==> config.mk <==
export PLATFORM = sky130hd
export DESIGN_NAME = pss_slave
export DESIGN_NICKNAME = d
export VERILOG_FILES = /design/src/include/pss_pkg.sv /design/src/design/pss_sync.sv /design/src/design/pss_shift.sv /design/src/design/pss_slave.sv
export SDC_FILE = /design/constraint.sdc
export NUM_CORES = 1
export LEC_CHECK = 0
export ABC_AREA = 1
export BUFFER_PORTS_ARGS = -buffer_cell sky130_fd_sc_hd__buf_2
export CAP_MARGIN = 20
export CELL_PAD_IN_SITES_DETAIL_PLACEMENT = 1
export CELL_PAD_IN_SITES_GLOBAL_PLACEMENT = 2
export CORE_ASPECT_RATIO = 0.7
export CORE_MARGIN = 2
export CORE_UTILIZATION = 34
export CTS_CLUSTER_SIZE = 10
export DETAILED_ROUTE_END_ITERATION = 10
export GPL_ROUTABILITY_DRIVEN = 0
export PLACE_DENSITY_LB_ADDON = 0.1
export SETUP_SLACK_MARGIN = 0.3
export SYNTH_ARGS = -nofsm -noshare
export SYNTH_HDL_FRONTEND = slang
export SYNTH_SLANG_ARGS = --single-unit
==> constraint.sdc <==
create_clock -name core_clk -period 4.2 [get_ports core_clk]
set_input_delay 1.26 -clock core_clk [delete_from_list [all_inputs] [get_ports core_clk]]
set_output_delay 1.26 -clock core_clk [all_outputs]
set_load 0.02 [all_outputs]
==> src/include/pss_pkg.sv <==
package pss_pkg;

    // ------------------------------------------------------------------
    // Frame layout
    // ------------------------------------------------------------------
    localparam int FRAME_BITS = 32;
    localparam int CNT_W = 6;
    localparam int DATA_W = 24;
    localparam int LEG_ADDR_W = 6;
    localparam int OPEN_ADDR_W = 5;
    localparam int CHIP_W = 3;
    localparam int SYNC_STAGES = 2;

    // Rising-edge numbers within a frame, counted from one
    localparam logic [CNT_W-1:0] LEG_RW_EDGE = 6'h01;
    localparam logic [CNT_W-1:0] LEG_ADDR_LAST = 6'h07;
    localparam logic [CNT_W-1:0] LEG_DATA_FIRST = 6'h08;
    localparam logic [CNT_W-1:0] LEG_DATA_LAST = 6'h1f;
    localparam logic [CNT_W-1:0] LEG_END_EDGE = 6'h20;
    localparam logic [CNT_W-1:0] OPEN_FIRST_EDGE = 6'h01;
    localparam logic [CNT_W-1:0] OPEN_FULL = 6'h20;
    localparam logic [CNT_W-1:0] CNT_MAX = 6'h3f;

    // Open-mode word field positions
    localparam int OPEN_DATA_LSB = 8;
    localparam int OPEN_ADDR_LSB = 3;
    localparam int CHIP_LSB = 0;
    // Legacy data sits one bit up: edge 32 shifts in one extra bit
    localparam int LEG_DATA_LSB = 1;

    // ------------------------------------------------------------------
    // Fixed values and reset values
    // ------------------------------------------------------------------
    localparam logic [CHIP_W-1:0] OWN_CHIP_ADDR = 3'h0;
    localparam logic [OPEN_ADDR_W-1:0] READ_ADDR_REG = 5'h00;
    localparam logic [OPEN_ADDR_W-1:0] RD_FIELD_RST = 5'h00;
    localparam logic [LEG_ADDR_W-1:0] ADDR_RST = 6'h00;
    localparam logic [DATA_W-1:0] DATA_RST = 24'h000000;
    localparam logic [CNT_W-1:0] CNT_RST = 6'h00;
    localparam logic [FRAME_BITS-1:0] WORD_RST = 32'h00000000;

    typedef enum logic [2:0] {
        PSS_MODE_UNDECIDED = 3'b001,
        PSS_MODE_LEGACY = 3'b010,
        PSS_MODE_OPEN = 3'b100
    } pss_mode_e;

endpackage : pss_pkg

==> src/design/pss_sync.sv <==
`timescale 1ns/100ps
module pss_sync
    import pss_pkg::*;
#(
    parameter int WIDTH = 3
)
(
    input wire logic core_clk,
    input wire logic rst,
    input wire logic [WIDTH-1:0] async_in,
    output logic [WIDTH-1:0] sync_out
);

    logic [WIDTH-1:0] meta_r;

    // ------------------------------------------------------------------
    // Two-stage synchroniser; the first stage feeds only the second
    // ------------------------------------------------------------------
    always_ff @(posedge core_clk)
    begin
        if (rst)
        begin
            meta_r <= '0;
            sync_out <= '0;
        end
        else
        begin
            meta_r <= async_in;
            sync_out <= meta_r;
        end
    end

endmodule : pss_sync

==> src/design/pss_shift.sv <==
`timescale 1ns/100ps
module pss_shift
    import pss_pkg::*;
(
    input wire logic core_clk,
    input wire logic rst,
    input wire logic clear,
    input wire logic shift_en,
    input wire logic din,
    output logic [FRAME_BITS-1:0] word_r,
    output logic [CNT_W-1:0] cnt_r
);

    logic [FRAME_BITS-1:0] word_nxt;
    logic [CNT_W-1:0] cnt_nxt;

    // ------------------------------------------------------------------
    // Serial input shifter with saturating edge counter
    // ------------------------------------------------------------------
    // Clear wins over shift so a new frame never inherits a stale bit
    assign word_nxt = clear ? WORD_RST
                    : shift_en ? {word_r[FRAME_BITS-2:0], din} : word_r;
    assign cnt_nxt = clear ? CNT_RST
                   : (shift_en && cnt_r != CNT_MAX)
                     ? cnt_r + 6'h01 : cnt_r;

    always_ff @(posedge core_clk)
    begin
        if (rst)
        begin
            word_r <= WORD_RST;
            cnt_r <= CNT_RST;
        end
        else
        begin
            word_r <= word_nxt;
            cnt_r <= cnt_nxt;
        end
    end

endmodule : pss_shift

==> src/design/pss_slave.sv <==
`timescale 1ns/100ps
// How it works
// - Legacy: data-in at first rise after strobe rise; high means read.
// - Legacy read: address bits captured on rising edges two to seven.
// - Legacy read: lock shown no more; 24 data bits out on rises 8-31.
// - Legacy read: output returns to lock indication on rising edge 32.
// - Open mode: 24 data bits MSB first shifted in on first 24 rises.
// - Open mode: 5-bit register address shifted in on rises 25 to 29.
// - Open mode: 3-bit chip address shifted in on rises 30 to 32.
// - Open mode: only chip address 000 is answered.
// - Open mode: strobe rising edge commits the word to its register.
// - Open mode: every frame outputs the register chosen by read field while the line is driven.
// - Open read second cycle: lock off, selected data driven out.
// - Strobe rise after second cycle ends read, lock indication back.
// - Foreign chip address puts the shared output in high impedance.
// - First strobe rise picks legacy, first clock rise picks open mode.
// - Legacy: low data-in on first rise marks a write cycle.
// - Legacy write: 24 data bits captured on rising edges 8 to 31.
// - Open mode: low five bits written to register zero select the read register.
module pss_slave
    import pss_pkg::*;
(
    input wire logic core_clk,
    input wire logic rst,
    input wire logic serial_clk,
    input wire logic port_select_strobe,
    input wire logic serial_data_in,
    input wire logic lock_indicator,
    input wire logic [DATA_W-1:0] rd_data,
    output logic lock_detect_data_out,
    output logic lock_detect_data_oe,
    output logic legacy_single_slave_mode,
    output logic [LEG_ADDR_W-1:0] rd_addr,
    output logic wr_strobe,
    output logic [LEG_ADDR_W-1:0] wr_addr,
    output logic [DATA_W-1:0] wr_data
);

    // ------------------------------------------------------------------
    // Pin synchronisation and edge detection
    // ------------------------------------------------------------------
    logic [2:0] pins_sync;
    logic sclk_s;
    logic sen_s;
    logic sdi_s;
    logic sclk_prev_r;
    logic sen_prev_r;

    pss_sync #(
        .WIDTH(3)
    ) u_sync (
        .core_clk(core_clk),
        .rst(rst),
        .async_in({serial_clk, port_select_strobe, serial_data_in}),
        .sync_out(pins_sync)
    );

    assign sclk_s = pins_sync[2];
    assign sen_s = pins_sync[1];
    assign sdi_s = pins_sync[0];

    always_ff @(posedge core_clk)
    begin
        if (rst)
        begin
            sclk_prev_r <= 1'b0;
            sen_prev_r <= 1'b0;
        end
        else
        begin
            sclk_prev_r <= sclk_s;
            sen_prev_r <= sen_s;
        end
    end

    wire sclk_rise = sclk_s && !sclk_prev_r;
    wire sclk_fall = !sclk_s && sclk_prev_r;
    wire sen_rise = sen_s && !sen_prev_r;

    // ------------------------------------------------------------------
    // Mode decision
    // ------------------------------------------------------------------
    pss_mode_e mode_r;
    pss_mode_e mode_nxt;

    // Fixed after the first event; only a reset reopens the choice
    always_comb
    begin
        mode_nxt = mode_r;
        unique case (mode_r)
            PSS_MODE_UNDECIDED:
            begin
                if (sen_rise)
                    mode_nxt = PSS_MODE_LEGACY;
                else if (sclk_rise)
                    mode_nxt = PSS_MODE_OPEN;
            end
            PSS_MODE_LEGACY: mode_nxt = PSS_MODE_LEGACY;
            PSS_MODE_OPEN: mode_nxt = PSS_MODE_OPEN;
        endcase
    end

    always_ff @(posedge core_clk)
    begin
        if (rst)
            mode_r <= PSS_MODE_UNDECIDED;
        else
            mode_r <= mode_nxt;
    end

    wire in_legacy = (mode_nxt == PSS_MODE_LEGACY);
    wire in_open = (mode_nxt == PSS_MODE_OPEN);

    // ------------------------------------------------------------------
    // Input shifter
    // ------------------------------------------------------------------
    logic [FRAME_BITS-1:0] word;
    logic [CNT_W-1:0] cnt;

    // Legacy frames clock only while the strobe is high; open frames
    // clock while it is low and end on its rising edge.
    wire shift_en = sclk_rise && ((in_legacy && sen_s)
                                  || (in_open && !sen_s));
    wire frame_clear = sen_rise;
    wire [CNT_W-1:0] edge_num = cnt + 6'h01;

    pss_shift u_shift (
        .core_clk(core_clk),
        .rst(rst),
        .clear(frame_clear),
        .shift_en(shift_en),
        .din(sdi_s),
        .word_r(word),
        .cnt_r(cnt)
    );

    // ------------------------------------------------------------------
    // Legacy decode
    // ------------------------------------------------------------------
    logic leg_read_r;
    logic leg_read_nxt;
    logic leg_drive_r;
    logic leg_drive_nxt;

    wire leg_rise = shift_en && in_legacy;
    wire leg_rw_edge = leg_rise && edge_num == LEG_RW_EDGE;
    wire leg_addr_edge = leg_rise && edge_num == LEG_ADDR_LAST;
    wire leg_first_out = leg_rise && leg_read_r
                         && edge_num == LEG_DATA_FIRST;
    wire leg_next_out = leg_rise && leg_drive_r
                        && edge_num > LEG_DATA_FIRST
                        && edge_num <= LEG_DATA_LAST;
    wire leg_out_end = leg_rise && edge_num == LEG_END_EDGE;
    wire [LEG_ADDR_W-1:0] leg_addr_in = {word[LEG_ADDR_W-2:0], sdi_s};
    // Strobe drops with the last clock fall; its prior level qualifies it
    wire leg_commit = in_legacy && sen_prev_r && sclk_fall && !leg_read_r
                      && cnt == LEG_END_EDGE;

    // The read flag is taken from data-in at the first rise
    assign leg_read_nxt = leg_rw_edge ? sdi_s : leg_read_r;
    assign leg_drive_nxt = frame_clear ? 1'b0
                         : leg_first_out ? 1'b1
                         : leg_out_end ? 1'b0
                         : leg_drive_r;

    always_ff @(posedge core_clk)
    begin
        if (rst)
        begin
            leg_read_r <= 1'b0;
            leg_drive_r <= 1'b0;
        end
        else
        begin
            leg_read_r <= leg_read_nxt;
            leg_drive_r <= leg_drive_nxt;
        end
    end

    // ------------------------------------------------------------------
    // Open-mode decode
    // ------------------------------------------------------------------
    logic [OPEN_ADDR_W-1:0] rd_field_r;
    logic [OPEN_ADDR_W-1:0] rd_field_nxt;
    logic open_drive_r;
    logic open_drive_nxt;
    logic hiz_r;
    logic hiz_nxt;

    wire [CHIP_W-1:0] open_chip = word[CHIP_LSB +: CHIP_W];
    wire [OPEN_ADDR_W-1:0] open_addr
        = word[OPEN_ADDR_LSB +: OPEN_ADDR_W];
    wire [DATA_W-1:0] open_data = word[OPEN_DATA_LSB +: DATA_W];
    wire open_end = in_open && sen_rise && mode_r == PSS_MODE_OPEN;
    wire open_full = cnt >= OPEN_FULL;
    wire chip_match = open_chip == OWN_CHIP_ADDR;
    wire open_commit = open_end && open_full && chip_match;
    wire open_first_out = shift_en && in_open
                          && edge_num == OPEN_FIRST_EDGE;
    wire open_next_out = shift_en && in_open && open_drive_r
                         && edge_num > OPEN_FIRST_EDGE;

    // Register zero carries the read-back pointer in its low bits
    assign rd_field_nxt = (open_commit && open_addr == READ_ADDR_REG)
                          ? open_data[OPEN_ADDR_W-1:0]
                          : rd_field_r;
    // Data leaves on every open frame until the strobe rises
    assign open_drive_nxt = open_end ? 1'b0
                          : open_first_out ? 1'b1
                          : open_drive_r;
    // A frame for another chip releases the shared line until a full frame
    // for this chip ends; two drivers on one line would fight.
    assign hiz_nxt = (open_end && open_full) ? !chip_match
                   : hiz_r;

    always_ff @(posedge core_clk)
    begin
        if (rst)
        begin
            rd_field_r <= RD_FIELD_RST;
            open_drive_r <= 1'b0;
            hiz_r <= 1'b0;
        end
        else
        begin
            rd_field_r <= rd_field_nxt;
            open_drive_r <= open_drive_nxt;
            hiz_r <= hiz_nxt;
        end
    end

    // ------------------------------------------------------------------
    // Read-back shifter and shared output
    // ------------------------------------------------------------------
    logic [DATA_W-1:0] out_sh_r;
    logic [DATA_W-1:0] out_sh_nxt;
    logic sdo_bit_r;
    logic sdo_bit_nxt;

    wire load_out = leg_first_out || open_first_out;
    wire step_out = leg_next_out || open_next_out;
    wire drive_nxt = leg_drive_nxt || open_drive_nxt;

    // MSB leaves first; zeros follow once the word is spent
    assign out_sh_nxt = load_out ? {rd_data[DATA_W-2:0], 1'b0}
                      : step_out ? {out_sh_r[DATA_W-2:0], 1'b0}
                      : out_sh_r;
    assign sdo_bit_nxt = load_out ? rd_data[DATA_W-1]
                       : step_out ? out_sh_r[DATA_W-1]
                       : sdo_bit_r;

    always_ff @(posedge core_clk)
    begin
        if (rst)
        begin
            out_sh_r <= DATA_RST;
            sdo_bit_r <= 1'b0;
        end
        else
        begin
            out_sh_r <= out_sh_nxt;
            sdo_bit_r <= sdo_bit_nxt;
        end
    end

    // Output trails the sampled clock edge by the synchroniser delay plus one output register
    always_ff @(posedge core_clk)
    begin
        if (rst)
        begin
            lock_detect_data_out <= 1'b0;
            lock_detect_data_oe <= 1'b1;
        end
        else
        begin
            lock_detect_data_out <= drive_nxt ? sdo_bit_nxt
                                  : lock_indicator;
            lock_detect_data_oe <= !hiz_nxt;
        end
    end

    // ------------------------------------------------------------------
    // Register access ports
    // ------------------------------------------------------------------
    wire [LEG_ADDR_W-1:0] rd_addr_nxt
        = leg_addr_edge ? leg_addr_in
        : in_open ? {1'b0, rd_field_r}
        : rd_addr;

    always_ff @(posedge core_clk)
    begin
        if (rst)
        begin
            rd_addr <= ADDR_RST;
            wr_strobe <= 1'b0;
            wr_addr <= ADDR_RST;
            wr_data <= DATA_RST;
            legacy_single_slave_mode <= 1'b0;
        end
        else
        begin
            rd_addr <= rd_addr_nxt;
            wr_strobe <= leg_commit || open_commit;
            legacy_single_slave_mode <= in_legacy;
            if (leg_commit)
            begin
                wr_addr <= word[LEG_DATA_LSB+DATA_W +: LEG_ADDR_W];
                wr_data <= word[LEG_DATA_LSB +: DATA_W];
            end
            else if (open_commit)
            begin
                wr_addr <= {1'b0, open_addr};
                wr_data <= open_data;
            end
        end
    end

endmodule : pss_slave

==> impl_metrics.json <==
{
  "setup_viol": 0,
  "start_util_pct": 34.37,
  "first_iter_violations": 216,
  "outcome": "finished clean",
  "maxSlewViolCount": 0,
  "dp_hpwl_mm": 9.981,
  "track_usage_pct": 20.07,
  "sw_frac_of_total_pct": 22.35,
  "area_growth_pct": 20.86,
  "cp.arrival_ns": 2.91,
  "vias": 4636,
  "pin_count": 70,
  "cap_viol_max_count": 0,
  "power_density_mw_per_mm2": 442.5,
  "slowest_delay_ns": 0.46,
  "min_from": "u_sync.meta_r[2]",
  "ys_seq_elements": 122,
  "wl_mm": 15.04,
  "vdd_drop_max_v": 0.0001771,
  "dp.cells": 923,
  "use_met1_pct": 28.21,
  "fin_skew_ns": 0.006051,
  "min_period_ns": 2.576,
  "num_rows": 37,
  "grt_max_degree": 55,
  "syn-cell-area_mm2": 0.004996,
  "grt_pass1_wl_mm": 24.96,
  "diodes": 0,
  "grt_overflow_total": 0,
  "post_cts.repair.setup_buffers": 0,
  "ys_types": 30,
  "yosysTopAreaCell": "dfxtp_1",
  "holdBufCountCts": 0,
  "core_mm2": 0.01454,
  "final_nets": 783,
  "drtPass1Iterations": 5,
  "htreeDepth": 4,
  "pre_cts_ws_ns": 1.661,
  "insertion_delay_ns": 0.41,
  "avgSynthCellArea_um2": 7.251,
  "crit_type": "reg2reg",
  "tns_ns": 0,
  "critPathMostFrequentCell": "nand2_1",
  "synth_top_area_share_pct": 48.89,
  "slowest_stage": "dfxtp_1",
  "timing.final.ws_setup_ns": 1.624,
  "p_comb_share_pct": 3.6,
  "fp.dieH_um": 105.4,
  "root_buffer": "clkbuf_16",
  "layout.cells.non_filler": 956,
  "cts_tree": "done",
  "p_int_uw": 2075,
  "p_switching_uw": 597.1,
  "die_area_mm2": 0.01570,
  "synth_cells": 689,
  "yosysWarnings": 0,
  "cts_num_sinks": 122,
  "worstSetupStartpointType": "register",
  "crit_path_cell_trace": "ha_1 > nand4_1 > nand2_1 > nand3_1 > nor2_1 > inv_1 > nor2_1 > inv_1 > nand2_2 > nand2_1 > nand2_1 > nand2_1 > a21oi_1",
  "cts_buffers": 17,
  "grt_pass1_vias": 4888,
  "tightest_slew_ns": 0.9692,
  "met3_usage_pct": 4.069,
  "mostFrequentLayoutCells": "198 x nand2_1, 122 x dfxtp_1, 107 x nor2_1",
  "synth_nets": 724,
  "final_antenna_net_count": 0,
  "crit_fanout": 24,
  "drc": 0,
  "max-slew-margin-rel_pct": 35.32,
  "crit_path_end_kind": "register",
  "r2r_start": "u_shift.cnt_r[0]",
  "worstPathRequired_ns": 4.53,
  "synth_area_leaders": "dfxtp_1 49%, nand2_1 15%, nor2_1 8.0%",
  "fin_total_pwr_uw": 2672,
  "die_w_um": 148.9,
  "final_common_cell": "nand2_1",
  "min_path_type": "reg2reg",
  "timing.fmax_mhz": 388.1,
  "ctsResizeCount": 0,
  "cp-startpoint": "u_shift.cnt_r[0]",
  "top_usage_layer": "met2",
  "portBuffers": 69,
  "fill_cells": 1860,
  "grtUsageMet2_pct": 31.07,
  "path_clk_slew_ns": 0.05,
  "p_clk_share_pct": 52.1,
  "viasPerCell": 4.849,
  "critPathTopFamily": "simple AND/OR/NAND/NOR gates",
  "rsz0062_at_grt": "false",
  "clk_path_buf_depth": 2,
  "fin_crit_sh_pct": 61.34,
  "seq_area_frac_synth_pct": 48.89,
  "hold_viol_final": 0,
  "p_seq_share_pct": 44.3,
  "leakage_uw": 0.002641,
  "drive_gt1_share_pct": 15.64,
  "crit_buf_inv": 2,
  "route.detailed.wl_per_inst_um": 15.73,
  "antenna_found_initial": 0
}
cells by family after synthesis:
kind of cell,Yosys count,share of synthesized area (%)
buffers and inverters,90,7.688
DFF,122,48.89
adders and majority gates,5,1.252
AOI/OAI and AO/OA,128,14.53
xor gates and xnor gates,1,0.1753
and+or+nand+nor,343,27.47
worst paths after layout:
path,slack [ns],end,depth (start not counted)
max,1.62,out_sh_r[22],13
min,0.41,u_sync.sync_out[2],2
min reg2reg,0.41,u_sync.sync_out[2],2
max reg2reg,1.62,out_sh_r[22],13
through the flow:
step	cell area (µm²)	util, %	hold slack, ns
2_1_floorplan	4996	-	0.3883
6_report	6038	41.54	0.4063
4_1_cts	6011	41.35	0.4081
3_3_place_gp	5450	37.49	0.3928
3_5_place_dp	5450	37.49	0.4014
5_1_grt	6038	41.54	0.4132
per-layer routing:
metal | wire (µm) | vias to the layer above
met4 | 99 | 0
met2 | 6637 | 65
li1 | - | 2338
met3 | 482 | 6
met5 | 0 | -
met1 | 7817 | 2227
registers in the layout, summed over array words and instances, names as in the netlist:
register	flops
u_shift.word_r	32
wr_data	24
out_sh_r	23
rd_addr	6
u_shift.cnt_r	6
wr_addr	6
rd_field_r	5
mode_r	3
u_sync.meta_r	3
u_sync.sync_out	3
hiz_r	1
leg_drive_r	1
leg_read_r	1
legacy_single_slave_mode	1
lock_detect_data_oe	1
lock_detect_data_out	1
open_drive_r	1
sclk_prev_r	1
sdo_bit_r	1
sen_prev_r	1
wr_strobe	1
layout make-up:
type | count | area [µm²] | share of cell area (%)
Timing Repair Buffer | 73 | 407.9 | 6.755
Tap cell | 195 | 244.0 | 4.041
Multi-Input combinational cell | 477 | 2170 | 35.93
Clock inverter | 7 | 65.06 | 1.077
Clock buffer | 25 | 495.5 | 8.206
Inverter | 57 | 214.0 | 3.543
Sequential cell | 122 | 2442 | 40.45
power groups by stage:
stage / Sequential [µW] / Clock (µW) / Combinational [µW]
finish: 1180 / 1390 / 95.4
global route: 1180 / 1480 / 108
CTS: 1180 / 1430 / 96.8
global placement: 1210 / 0 / 93.8
floorplan: 1200 / 0 / 58.3
detailed placement: 1210 / 0 / 95.5
cells in the mapped netlist:
library cell  number
dfxtp_1          122
nand2_2            2
nor2_2             1
nor2_1           107
a21oi_4            1
nor2_4             1
nor3_2             2
or2_2              2
nand3_1           20
a211oi_1           5
a21oi_1           49
nand4_1            7
buf_1              2
clkbuf_2           1
nand2_1          198
a31oi_1           28
buf_2              9
o21ai_0           38
o21ai_2            1
buf_4              5
nand3_2            1
inv_1             50
clkbuf_1          14
ha_1               5
buf_6              2
inv_2              7
nor3_1             1
xor2_1             1
a221oi_1           6
nor4_1             1
tightest hold or removal path, stage by stage (launching register included):
cell and delay, ns:
dfxtp_1 0.29, inv_1 0.04, nor2_1 0.03
Note: power is estimated with default switching activity, not from simulation.
